===== config.mk =====
export PLATFORM = sky130hd
export DESIGN_NAME = dual_comparator_control
export DESIGN_NICKNAME = d
export VERILOG_FILES = /design/src/cmp_channel.v /design/src/dual_comparator_control.v
export VERILOG_INCLUDE_DIRS = /design/src
export SDC_FILE = /design/constraint.sdc
export NUM_CORES = 1
export LEC_CHECK = 0
export BUFFER_PORTS_ARGS = -buffer_cell sky130_fd_sc_hd__buf_2
export CAP_MARGIN = 10
export CORE_MARGIN = 4
export CORE_UTILIZATION = 43
export CTS_BUF_LIST = sky130_fd_sc_hd__clkbuf_4
export DETAILED_ROUTE_END_ITERATION = 12
export GPL_TIMING_DRIVEN = 0
export PLACE_DENSITY_LB_ADDON = 0.08
export SYNTH_ARGS = -nofsm -noshare
export SYNTH_HDL_FRONTEND = slang
export SYNTH_HIERARCHICAL = 1
export SYNTH_SLANG_ARGS = --single-unit

===== constraint.sdc =====
create_clock -name clk -period 1.2 [get_ports clk]
set_input_delay 0.18 -clock clk [delete_from_list [all_inputs] [get_ports clk]]
set_output_delay 0.18 -clock clk [all_outputs]
set_load 0.02 [all_outputs]

===== src/cmp_consts.vh =====
// constants for the dual comparator control block
// assumes plain verilog-2005 users that include this header by its bare name
`ifndef CMP_CONSTS_VH
`define CMP_CONSTS_VH

// register bus
`define CMP_ADDR_W 4
`define CMP_CTRL_ADDR 4'h0
`define CMP_CTRL_RESET 8'h07

// control register field positions
`define CMP_BIT_CMP2_RESULT 7
`define CMP_BIT_CMP1_RESULT 6
`define CMP_BIT_CMP2_INV 5
`define CMP_BIT_CMP1_INV 4
`define CMP_BIT_INPUT_SWITCH 3
`define CMP_MODE_HI 2
`define CMP_MODE_LO 0
`define CMP_WRITABLE_MASK 8'h3F

// mode codes
`define CMP_MODE_MUX4_VREF 3'h6
`define CMP_MODE_OFF 3'h7
`define CMP_MODE_PINOUT 3'h3

// analog source select codes
`define CMP_SRC_RA0 3'h0
`define CMP_SRC_RA1 3'h1
`define CMP_SRC_RA2 3'h2
`define CMP_SRC_RA3 3'h3
`define CMP_SRC_RA4 3'h4
`define CMP_SRC_RA5 3'h5
`define CMP_SRC_VREF 3'h6
`define CMP_SRC_NONE 3'h7

`endif


===== src/cmp_channel.v =====
// one comparator channel: register-path synchroniser, polarity and result flop
// assumes raw_level comes straight from an analog comparator, asynchronous to clk
`timescale 1ns/100ps

module cmp_channel (
  // clock and reset
  input wire clk,
  input wire sys_rst,
  // analog side
  input wire raw_level,
  // control
  input wire enable,
  input wire invert,
  // results
  output reg result,
  output wire pin_level
);

  reg sync1;
  reg sync2;
  reg sync3;
  reg stable;

  // three-stage synchroniser, change accepted once stages two and three agree
  always @(posedge clk or posedge sys_rst) begin
    if (sys_rst) begin
      sync1 <= 1'b0;
      sync2 <= 1'b0;
      sync3 <= 1'b0;
      stable <= 1'b0;
    end else begin
      sync1 <= raw_level;
      sync2 <= sync1;
      sync3 <= sync2;
      if (sync2 == sync3) begin
        stable <= sync3;
      end
    end
  end

  // polarity applied to the register copy; a disabled comparator reads 0
  always @(posedge clk or posedge sys_rst) begin
    if (sys_rst) begin
      result <= 1'b0;
    end else begin
      result <= enable & (stable ^ invert);
    end
  end

  // pin copy bypasses the synchroniser on purpose
  assign pin_level = enable & (raw_level ^ invert);

endmodule // cmp_channel


===== src/dual_comparator_control.v =====
// dual comparator control: control register, input routing, results and pin muxes
// assumes analog comparators and the input muxes sit outside, steered by the
// select outputs; port direction latches for the pins live elsewhere
// assumes software can live with register results that trail the comparators by
// five clocks; the pin copies carry no such delay and are not filtered at all
// assumes reset puts the register in the off mode before any access
// assumes a single register at offset zero; other offsets read zero and ignore writes
//
// Chosen here: the register offsets and the address-and-strobe port.
`timescale 1ns/100ps
`include "cmp_consts.vh"

module dual_comparator_control (
  // clock and reset
  input wire clk,
  input wire sys_rst,
  // register port
  input wire [3:0] reg_addr,
  input wire [7:0] reg_wdata,
  input wire reg_wr,
  input wire reg_rd,
  output reg [7:0] reg_rdata,
  // analog comparator outputs
  input wire cmp1_raw,
  input wire cmp2_raw,
  // analog input routing
  output reg [2:0] cmp1_noninverting_input,
  output reg [2:0] cmp1_inverting_input,
  output reg [2:0] cmp2_noninverting_input,
  output reg [2:0] cmp2_inverting_input,
  output wire cmp1_enable,
  output wire cmp2_enable,
  // pin output path
  output wire ra4_cmp_select,
  output wire ra5_cmp_select,
  output wire ra4_cmp_level,
  output wire ra5_cmp_level
);

  // reset image of the control register, picked apart field by field
  localparam [7:0] ctrl_reset = `CMP_CTRL_RESET;

  // writable part of the control register
  reg cmp2_polarity_invert;
  reg cmp1_polarity_invert;
  reg input_switch_select;
  reg [2:0] comparator_mode_select;

  // next values of the writable part
  reg next_cmp2_polarity_invert;
  reg next_cmp1_polarity_invert;
  reg next_input_switch_select;
  reg [2:0] next_comparator_mode_select;

  // results held for software, and the unsynchronised pin levels
  wire cmp1_result;
  wire cmp2_result;
  wire cmp1_pin_level;
  wire cmp2_pin_level;

  // decoded mode and bus strobes
  wire mode_off;
  wire mode_pinout;
  wire ctrl_hit;
  wire ctrl_write;
  wire ctrl_read;
  wire [7:0] comparator_control;
  reg [7:0] next_rdata;

  assign mode_off = (comparator_mode_select == `CMP_MODE_OFF);
  assign mode_pinout = (comparator_mode_select == `CMP_MODE_PINOUT);
  assign ctrl_hit = (reg_addr == `CMP_CTRL_ADDR);

  // only the one mapped address answers; other addresses are ignored
  assign ctrl_write = reg_wr & ctrl_hit;
  assign ctrl_read = reg_rd & ctrl_hit;

  // both comparators run unless the mode turns them off
  assign cmp1_enable = ~mode_off;
  assign cmp2_enable = ~mode_off;

  // next control values; result bits are never taken from the bus
  always @* begin
    next_cmp2_polarity_invert = cmp2_polarity_invert;
    next_cmp1_polarity_invert = cmp1_polarity_invert;
    next_input_switch_select = input_switch_select;
    next_comparator_mode_select = comparator_mode_select;
    if (ctrl_write) begin
      next_cmp2_polarity_invert = reg_wdata[`CMP_BIT_CMP2_INV];
      next_cmp1_polarity_invert = reg_wdata[`CMP_BIT_CMP1_INV];
      next_input_switch_select = reg_wdata[`CMP_BIT_INPUT_SWITCH];
      next_comparator_mode_select = reg_wdata[`CMP_MODE_HI:`CMP_MODE_LO];
    end
  end

  // control register flops; a new setting acts from the cycle after the write
  always @(posedge clk or posedge sys_rst) begin
    if (sys_rst) begin
      cmp2_polarity_invert <= ctrl_reset[`CMP_BIT_CMP2_INV];
      cmp1_polarity_invert <= ctrl_reset[`CMP_BIT_CMP1_INV];
      input_switch_select <= ctrl_reset[`CMP_BIT_INPUT_SWITCH];
      comparator_mode_select <= ctrl_reset[`CMP_MODE_HI:`CMP_MODE_LO];
    end else begin
      cmp2_polarity_invert <= next_cmp2_polarity_invert;
      cmp1_polarity_invert <= next_cmp1_polarity_invert;
      input_switch_select <= next_input_switch_select;
      comparator_mode_select <= next_comparator_mode_select;
    end
  end

  // comparator 1 input routing from mode field and input switch
  always @* begin
    case (comparator_mode_select)
      `CMP_MODE_MUX4_VREF: begin
        // reference on the plus input, RA3 or RA0 on the minus input
        cmp1_noninverting_input = `CMP_SRC_VREF;
        if (input_switch_select) begin
          cmp1_inverting_input = `CMP_SRC_RA3;
        end else begin
          cmp1_inverting_input = `CMP_SRC_RA0;
        end
      end
      `CMP_MODE_OFF: begin
        // comparator disconnected
        cmp1_noninverting_input = `CMP_SRC_NONE;
        cmp1_inverting_input = `CMP_SRC_NONE;
      end
      default: begin
        // fixed pin pair, RA3 against RA0
        cmp1_noninverting_input = `CMP_SRC_RA3;
        cmp1_inverting_input = `CMP_SRC_RA0;
      end
    endcase
  end

  // comparator 2 input routing from mode field and input switch
  always @* begin
    case (comparator_mode_select)
      `CMP_MODE_MUX4_VREF: begin
        // reference on the plus input, RA2 or RA1 on the minus input
        cmp2_noninverting_input = `CMP_SRC_VREF;
        if (input_switch_select) begin
          cmp2_inverting_input = `CMP_SRC_RA2;
        end else begin
          cmp2_inverting_input = `CMP_SRC_RA1;
        end
      end
      `CMP_MODE_OFF: begin
        // comparator disconnected
        cmp2_noninverting_input = `CMP_SRC_NONE;
        cmp2_inverting_input = `CMP_SRC_NONE;
      end
      default: begin
        // fixed pin pair, RA2 against RA1
        cmp2_noninverting_input = `CMP_SRC_RA2;
        cmp2_inverting_input = `CMP_SRC_RA1;
      end
    endcase
  end

  // comparator 1 channel
  cmp_channel u_cmp1 (
    .clk(clk),
    .sys_rst(sys_rst),
    .raw_level(cmp1_raw),
    .enable(cmp1_enable),
    .invert(cmp1_polarity_invert),
    .result(cmp1_result),
    .pin_level(cmp1_pin_level)
  );

  // comparator 2 channel
  cmp_channel u_cmp2 (
    .clk(clk),
    .sys_rst(sys_rst),
    .raw_level(cmp2_raw),
    .enable(cmp2_enable),
    .invert(cmp2_polarity_invert),
    .result(cmp2_result),
    .pin_level(cmp2_pin_level)
  );

  // pin muxes switch to the unsynchronised, polarity-applied comparator levels in pin output mode
  assign ra4_cmp_select = mode_pinout;
  assign ra5_cmp_select = mode_pinout;
  assign ra4_cmp_level = mode_pinout & cmp1_pin_level;
  assign ra5_cmp_level = mode_pinout & cmp2_pin_level;

  // assembled register image
  assign comparator_control = {cmp2_result,
                               cmp1_result,
                               cmp2_polarity_invert,
                               cmp1_polarity_invert,
                               input_switch_select,
                               comparator_mode_select};

  // read data: the image for a mapped read, zero in every other cycle
  always @* begin
    next_rdata = 8'h00;
    if (ctrl_read) begin
      next_rdata = comparator_control;
    end
  end

  // read data stand one cycle after the strobe
  always @(posedge clk or posedge sys_rst) begin
    if (sys_rst) begin
      reg_rdata <= 8'h00;
    end else begin
      reg_rdata <= next_rdata;
    end
  end

endmodule // dual_comparator_control


## After elaboration in Yosys (flattened, before gate mapping)

Cells that the tools add are included.

| word-level totals | value |
|---|---|
| register bits after elaboration | 24 |
| bits of input ports | 18 |
| word-level logic and storage cells | 41 |

| cells by class | value |
|---|---|
| equality and inequality tests | 5 |
| muxes and demuxes | 7 |
| bitwise operators | 13 |
| reductions and logical operators | 1 |

Operators by type and width:

| cell | count |
|---|---|
| one-hot mux 3 bit (2 select lines) | 4 |
| bitwise AND 1 bit | 8 |
| two-way mux 8 bit | 1 |
| equality test 3 bit, second input constant | 2 |
| zero test 4 bit | 1 |
| two-way mux 2 bit | 2 |
| bitwise XOR 1 bit | 4 |
| equality test 3 x 2 -> 1 bit, second input constant | 1 |
| equality test 1 bit | 2 |
| NOT 1 bit | 1 |

## Longest topological paths before layout

Gate-level depths: netlist (run 1).

| logic depth | value |
|---|---|
| depth in word-level cells | 4 |
| mapped depth | 4 |
| mapped depth without buffers | 4 |

## Modules after synthesis

Netlist (run 1), hierarchy kept.

Modules (own cells, without submodules):

| module | times used | cells an instance | area an instance (um^2) |
|---|---|---|---|
| dual_comparator_control | 1 | 54 | 645.6 |
| cmp_channel | 2 | 11 | 170.2 |

## Worst setup path after synthesis (run 1)

OpenSTA, ideal clock, no wires.

| timing path | value |
|---|---|
| kind | reg-to-output |
| from | register comparator_mode_select[0] |
| to | output ra4_cmp_level |
| arrival | 1.427 ns |
| data required time | 1.020 ns |
| path slack | -0.407 ns |
| stages on the path, launching flop included | 5 |
| path buffers | 0 |
| cells stage by stage | dfstp_2 -> and3_1 -> inv_1 -> and2_1 -> and2_1 |

| between the ends | value |
|---|---|
| cells in the longest elaborated chain, start to end | 4 |
| elaborated cells on any way between the ends | 5 |
| those cells by class | eq/ne: 2; bitwise: 3 |

Ends and longest elaborated chain:

| what | RTL line | RTL |
|---|---|---|
| start, declared | dual_comparator_control.v:47 | `reg [2:0] comparator_mode_select;` |
| start signal, assigned | dual_comparator_control.v:102 | `` comparator_mode_select <= ctrl_reset[`CMP_MODE_HI:`CMP_MODE_LO]; `` |
| start signal, assigned | dual_comparator_control.v:107 | `comparator_mode_select <= next_comparator_mode_select;` |
| equality test 3 bit | - |  |
| NOT 1 bit | dual_comparator_control.v:79 | `assign cmp1_enable = ~mode_off;` |
| net cmp1_enable | dual_comparator_control.v:31 | `output wire cmp1_enable,` |
| bitwise AND 1 bit | cmp_channel.v:51 | `assign pin_level = enable & (raw_level ^ invert);` |
| net cmp1_pin_level | dual_comparator_control.v:58 | `wire cmp1_pin_level;` |
| bitwise AND 1 bit | dual_comparator_control.v:186 | `assign ra4_cmp_level = mode_pinout & cmp1_pin_level;` |
| end, declared | dual_comparator_control.v:36 | `output wire ra4_cmp_level,` |

The timed path passes the listed nets, and every way through them passes these cells.

## Worst setup path after layout (run 1)

| timing path | value |
|---|---|
| from | register comparator_mode_select[2] |
| to | output ra4_cmp_level |

| between the ends | value |
|---|---|
| cells in the longest elaborated chain, start to end | 4 |
| elaborated cells on any way between the ends | 5 |
| those cells by class | eq/ne: 2; bitwise: 3 |

Ends and longest elaborated chain:

| what | RTL line |
|---|---|
| equality test 3 bit | - |
| NOT 1 bit | dual_comparator_control.v:79 |
| bitwise AND 1 bit | cmp_channel.v:51 |
| net cmp1_pin_level | dual_comparator_control.v:58 |
| bitwise AND 1 bit | dual_comparator_control.v:186 |

The timed path passes the listed nets, and every way through them passes these cells.

==> results.md, run 1 <==
* Aggregate global routing overflow at 0
* Final Setup Violations at 16
* Final-layout fill cell count at 158
* Number of DRC markers in iteration 0 at 5
* Failing checks: negative setup slack
* Worst setup skew after layout at 0.003419 ns
* Number of detailed-route iterations in the first pass at 2
* Synth cell count leaders: sky130_fd_sc_hd__dfrtp_1, sky130_fd_sc_hd__buf_4, sky130_fd_sc_hd__and3_2
* Reported leakage power at 0.8197 nW
* Top Ports at 44
* Crit Path Max Fanout at 4
* Post-synthesis instance total at 76
* CTS H-tree lvls at 1
* Wire length of the first global-routing pass at 3788 um
* Predominant post-synthesis flop cell: sky130_fd_sc_hd__dfrtp_1
* Number of distinct library cell variants in the gate-level netlist after synthesis at 15
* Post-Route WL at 2102 um
* Mean instance size in the synthesized netlist at 12.97 um2
* Clock buffer depth at 2
* Initial core utilization at 45.00%
* Main area contributors after synthesis: sky130_fd_sc_hd__dfrtp_1, sky130_fd_sc_hd__dfstp_2, sky130_fd_sc_hd__buf_4
* Clock latency at the later pin of the worst-skew pair at 0.30 ns
* Worst min-delay path class: in2reg
* Setup slack of the critical path after layout at -0.4754 ns
* PortBufs at 39
* Power density cells at 1380 nW/um2
* Max-cap check violation count at 0
* Critical Path Source Type: flop
* Worst supply voltage drop on vdd at 881.3 uV
* Async S/R FF share, synth at 100.0%
* Sequential standard cell area at 604.3 um2
* # diodes at 0
* Tightest Pin Transition at 0.5198 ns
* Outcome: finished, violations left
* Die area at 3123 um2
* Number of synthesized register bits at 24
* Average via count per standard cell at 4.484
* Layout Utilization at 71.10%
* Cell Rows at 17
* Post-route DRC at 0
* Post-Syn Area at 985.9 um2
* DR vias at 722
* Clock transition at path regs at 0.13 ns
* Hold WS at 0.09988 ns
* Final clock period utilization by the worst path at 139.6%
* Setup TNS after final layout at -5.912 ns
* Share of synthesized area occupied by flip-flops and latches at 61.29%
* Data required time of the critical path at 1.02 ns
* Most frequently used cell type in the post-synthesis netlist: sky130_fd_sc_hd__dfrtp_1
* Maximum operating frequency at 596.9 MHz
* Setup repair after global routing missed its margin: yes
* Number of antenna violations at the first check in global routing at 0
* Placed instance area at 1245 um2
* Antenna viol nets, final at 0
* Number of buffers created by CTS at 3
* Pin count of the biggest net entering global routing at 15
* Post-layout instance area at 1558 um2
* RD Place Congestion at 0.6879
* Multi-input combinational cell area at 359.1 um2
* Time the worst path needs with I/O delays and setup at 1.675 ns
* Overall die height at 55.89 um
* Width of the die at 55.89 um
* Signed area change from the synthesized netlist to the final layout at 57.99%
* Via count of the first global-routing pass at 807
* Crit Path Category: reg2out
* Arrival time at the worst endpoint at 1.50 ns
* Largest area contributor in the synthesized netlist: sky130_fd_sc_hd__dfrtp_1
* Area share of the leading cell type in the synthesized netlist at 53.30%
* Yosys warnings at 6
* Post-synth EDFFs at 0
* Fin. max-slew vios at 0
* Slew margin rel. at 65.31%
* # clock sinks at 24
* Share of layout cells above drive strength 1 at 72.18%
* Final hold vios at 0
* Net count, final at 152
* Core ar. at 2191 um2
* Root Buffer Master: sky130_fd_sc_hd__clkbuf_4
* Aggregate global-route resource usage at 15.18%
* HPWL after DPL at 1391 um
* Critical path endpoint category: output port
* TritonCTS clock tree: yes
* DR WL/cell at 13.06 um
[cell usage in the layout, fill, tap and decap left out, types with 3 or more instances in the layout]
cell / instances
sky130_fd_sc_hd__buf_2: 23
sky130_fd_sc_hd__nor2_4: 3
sky130_fd_sc_hd__dfstp_2: 3
sky130_fd_sc_hd__inv_1: 3
sky130_fd_sc_hd__buf_4: 12
sky130_fd_sc_hd__dlygate4sd3_1: 3
sky130_fd_sc_hd__xor2_1: 4
sky130_fd_sc_hd__dfrtp_1: 21
sky130_fd_sc_hd__and3_2: 8
sky130_fd_sc_hd__buf_6: 22
sky130_fd_sc_hd__clkbuf_4: 3
sky130_fd_sc_hd__and2_4: 4
sky130_fd_sc_hd__mux2_2: 6
[worst max-delay path, cell delays in order (launching register included)]
cell                      delay (ns)
sky130_fd_sc_hd__dfstp_2        0.56
sky130_fd_sc_hd__and3_4         0.22
sky130_fd_sc_hd__inv_6          0.04
sky130_fd_sc_hd__and2_4         0.12
sky130_fd_sc_hd__and2_4         0.13
sky130_fd_sc_hd__buf_6          0.12
[path summary, 6_finish.rpt]
path,startpoint,to,slack (ns),depth (start not counted)
worst max register to register,comparator_mode_select[2],u_cmp2/result,0.03,4
worst min-delay path,reg_wdata[4],cmp1_polarity_invert,0.1,2
max in group asynchronous,sys_rst,comparator_mode_select[2],0.37,3
min in group asynchronous,sys_rst,u_cmp2/sync1,0.32,3
worst max-delay path,comparator_mode_select[2],ra4_cmp_level,-0.48,5
worst min register to register,u_cmp2/sync1,u_cmp2/sync2,0.37,0
[cells by family (layout without fill, tap and decap cells)]
group                      count (synthesis)  count (layout)  synth area share (%)
adders and majority gates                  2               2                 2.284
DFF                                       24              24                 61.29
other                                      1               2                0.3803
and+or+nand+nor                           24              24                 16.50
muxes                                      6               6                 6.852
buffers and inverters                     15              71                 9.136
xor gates and xnor gates                   4               4                 3.553
[state kept, by name, indices dropped and copies added, names as in the netlist]
signal and flops:
u_cmp2/sync3 1, cmp1_polarity_invert 1, u_cmp1/sync1 1, cmp2_polarity_invert 1, reg_rdata 8, u_cmp2/result 1, u_cmp1/sync2 1, u_cmp1/result 1
input_switch_select 1, u_cmp2/sync1 1, u_cmp2/stable 1, comparator_mode_select 3, u_cmp2/sync2 1, u_cmp1/sync3 1, u_cmp1/stable 1
[per-stage QoR]
step           cells  setup slack (ns)  total power [mW]
2_1_floorplan     77           -0.1174             1.326
3_3_place_gp     144           -0.2186             1.463
3_5_place_dp     144           -0.2216             1.476
4_1_cts          160           -0.4673             2.070
5_1_grt          161           -0.5234             2.269
6_report         161           -0.4754             2.150
[final cells by class]
class,instances,share of cell area (%)
sequential,24,38.80
timing repair buffer,52,27.23
multi-input combinational,38,23.05
buffer,9,5.060
clock inverter,1,0.2410
tap,28,2.249
inverter,6,1.928
clock buffer,3,1.446
[report_power, final]
part | total [mW] | switching [mW] | internal (mW)
combinational | 0.822 | 0.364 | 0.458
clock | 0.348 | 0.226 | 0.121
sequential | 0.980 | 0.0647 | 0.915
[per-layer routing]
layer	routed length (um)	vias up	GRT usage, %	part of all wire [%]
li1	-	347	-	-
met1	868	346	18.52	41
met2	1062	27	25.68	51
met3	154	2	4.408	7.3
met4	16	0	5.085	0.76
met5	0	-	0	0
[timing repair]
action / CTS / global route
endpoints found under the hold margin: 23 / 0
gates cloned: 0 / 0
hold buffers: 3 / 0
pin swaps: 2 / 4
setup buffers: 9 / 2
resized for setup: 45 / 8
endpoints found under the setup margin: 16 / 16
Note: power is estimated with default switching activity, not from simulation.
==> run 2: changes to the inputs <==
--- a/config.mk
+++ b/config.mk
@@ -13,7 +13,8 @@
 export CTS_BUF_LIST = sky130_fd_sc_hd__clkbuf_4
 export DETAILED_ROUTE_END_ITERATION = 12
 export GPL_TIMING_DRIVEN = 0
-export PLACE_DENSITY_LB_ADDON = 0.08
+export PLACE_DENSITY = 0.77
+export SLEW_MARGIN = 20
 export SYNTH_ARGS = -nofsm -noshare
 export SYNTH_HDL_FRONTEND = slang
 export SYNTH_HIERARCHICAL = 1
==> results.md, run 2 (synthesis results as in run 1) <==
* Crit Path Max Fanout at 4 (unchanged)
* Commonest non-fill, non-tap cell in the layout: sky130_fd_sc_hd__buf_2
* Setup slack of the critical path after layout at -0.4985 ns (-0.02313 ns)
* Most frequent cells in the layout: sky130_fd_sc_hd__buf_2, sky130_fd_sc_hd__buf_6, sky130_fd_sc_hd__dfrtp_1, sky130_fd_sc_hd__buf_4, sky130_fd_sc_hd__and3_2
* Failing checks: negative setup slack
* Antenna viol nets, final at 0 (unchanged)
* Outcome: finished, violations left
* HPWL after DPL at 1438 um (+3.4%)
* Worst supply voltage drop on vdd at 1037 uV (+18%)
* PortBufs at 39 (unchanged)
* Clock buffer depth at 2 (unchanged)
* Post-route DRC at 0 (unchanged)
* Slew margin rel. at 63.65% (-1.7 points)
* Number of DRC markers in iteration 0 at 12 (+7)
* Die area at 3123 um2 (unchanged)
* Tightest Pin Transition at 0.5446 ns (+0.02487 ns)
* Critical path endpoint category: output port
* Clock latency at the later pin of the worst-skew pair at 0.32 ns (+0.02 ns)
* Largest register FFs at 8 (unchanged)
* Via count of the first global-routing pass at 835 (+3.5%)
* Pin count of the biggest net entering global routing at 15 (unchanged)
* Final Setup Violations at 17 (+1)
* Aggregate global routing overflow at 0 (unchanged)
* Post-layout instance area at 1574 um2 (+1.0%)
* Crit Path Category: reg2out
* Average via count per standard cell at 4.605 (+2.7%)
* Worst path slowest cell: sky130_fd_sc_hd__dfstp_2
* Number of buffers created by CTS at 3 (unchanged)
* Initial core utilization at 45.00% (unchanged)
* CP delay by family, top: flip-flops
* Placed instance area at 1245 um2 (unchanged)
* TritonCTS clock tree: yes
* Critical Path Source Type: flop
* Slowest stage delay, CP at 0.57 ns (about the same)
* Maximum operating frequency at 588.7 MHz (-1.4%)
* CTS H-tree lvls at 1 (unchanged)
* Wire length of the first global-routing pass at 4084 um (+7.8%)
* Width of the die at 55.89 um (unchanged)
* Fin. max-slew vios at 0 (unchanged)
* Top Ports at 44 (unchanged)
* Aggregate global-route resource usage at 17.30% (+2.1 points)
* # diodes at 0 (unchanged)
* Data required time of the critical path at 1.02 ns (about the same)
* Registers with the highest flip-flop counts: reg_rdata x8, comparator_mode_select x3
* FF-to-FF setup slack at -0.01 ns (-0.04 ns)
* Overall die height at 55.89 um (unchanged)
* Time the worst path needs with I/O delays and setup at 1.699 ns (+0.02313 ns)
* Number of antenna violations at the first check in global routing at 0 (unchanged)
* Post-Route WL at 2434 um (+16%)
* Number of detailed-route iterations in the first pass at 4 (+2)
* DR vias at 746 (+3.3%)
* Core ar. at 2191 um2 (unchanged)
* DR WL/cell at 15.02 um (+15%)
* Max-cap check violation count at 0 (unchanged)
* Cell Rows at 17 (unchanged)
* Stages on worst setup path at 5 (unchanged)
* Net count, final at 153 (+0.66%)
* Arrival time at the worst endpoint at 1.52 ns (+0.02 ns)
* Signed area change from the synthesized netlist to the final layout at 59.64%
* Clock transition at path regs at 0.13 ns (about the same)
* # clock sinks at 24 (unchanged)
* Reported leakage power at 0.8271 nW (+0.91%)
* Final clock period utilization by the worst path at 141.5% (+1.9 points)
* Worst min-delay path class: in2reg
* Power, Total at 2.387 mW (+11%)
* Ordered list of cells on the worst path: and3_4 > inv_6 > and2_4 > and2_4 > buf_6
* RD Place Congestion at 0.7125 (+3.6%)
* Largest register by flop count: reg_rdata
* Power density cells at 1516 nW/um2 (+9.9%)
* Min-Delay Path Depth at 2 (unchanged)
* Share of layout cells above drive strength 1 at 73.13% (+0.95 points)
* Setup repair after global routing missed its margin: yes
* Worst setup skew after layout at 0.005310 ns (+0.001892 ns)
* R2r worst-path depth at 4 (unchanged)
* Most repeated library cell on the critical path: sky130_fd_sc_hd__and2_4
* WP buf/inv at 2 (unchanged)
* Root Buffer Master: sky130_fd_sc_hd__clkbuf_4
* Final hold vios at 0 (unchanged)
==> run 2: cell count changes in the layout (fill, tap and decap cells not counted) <==
cell / change
sky130_fd_sc_hd__buf_12: -1
sky130_fd_sc_hd__buf_4: +2
sky130_fd_sc_hd__nand2_4: -1
sky130_fd_sc_hd__clkinv_1: -1
sky130_fd_sc_hd__nand2_2: +1
sky130_fd_sc_hd__bufinv_16: +1
==> run 2: worst paths after layout <==
| path | startpoint | to |
|---|---|---|
| min in group asynchronous | sys_rst | u_cmp1/sync1 |
| worst min-delay path | reg_wdata[5] | cmp2_polarity_invert |
| worst min register to register | u_cmp1/sync1 | u_cmp1/sync2 |
| worst max register to register | comparator_mode_select[2] | u_cmp2/result |
| max in group asynchronous | sys_rst | comparator_mode_select[1] |
| worst max-delay path | comparator_mode_select[2] | ra4_cmp_level |
==> run 2: stage by stage <==
stage | setup TNS, ns | instances | hold slack [ns] | utilization [%] | setup WS [ns]
4_1_cts | -6.383 | 160 | 0.08817 | 69.56 | -0.4837
2_1_floorplan | -0.2716 | 77 | -0.04148 | - | -0.1174
5_1_grt | -7.471 | 162 | 0.07469 | 71.84 | -0.5470
3_5_place_dp | -1.662 | 144 | 0.1043 | 56.82 | -0.2185
6_report | -6.493 | 162 | 0.08588 | 71.84 | -0.4985
3_3_place_gp | -1.449 | 144 | 0.1011 | 56.82 | -0.2057
==> run 2: power breakdown <==
part	leakage (nW)	switching, mW	internal (mW)
clock network	0.0279	0.246	0.338
logic	0.503	0.374	0.444
registers	0.296	0.0688	0.916
==> run 2: what timing repair did <==
action,CTS,global route
resized for setup,41,11
endpoints found under the hold margin,23,0
setup buffers,9,3
pin swaps,3,3
setup endpoints to repair,16,18
hold buffers,3,0
==> run 2: per-layer routing <==
| layer | vias up | global-route usage, % | share of wire, % |
|---|---|---|---|
| met3 | 6 | 3.944 | 6.0 |
| met4 | 0 | 9.492 | 2.4 |
| li1 | 349 | - | - |
| met2 | 31 | 28.55 | 53 |
| met5 | - | 0 | 0 |
| met1 | 360 | 20.83 | 39 |
==> run 2: final cells by class <==
class / count / area, um2
sequential: 24 / 604.3
tap: 28 / 35.03
inverter: 6 / 30.03
buffer: 9 / 82.58
fill: 149 / 616.8
multi-input combinational: 38 / 354.1
clock buffer: 3 / 22.52
clock inverter: 1 / 30.03
timing repair buffer: 53 / 415.4
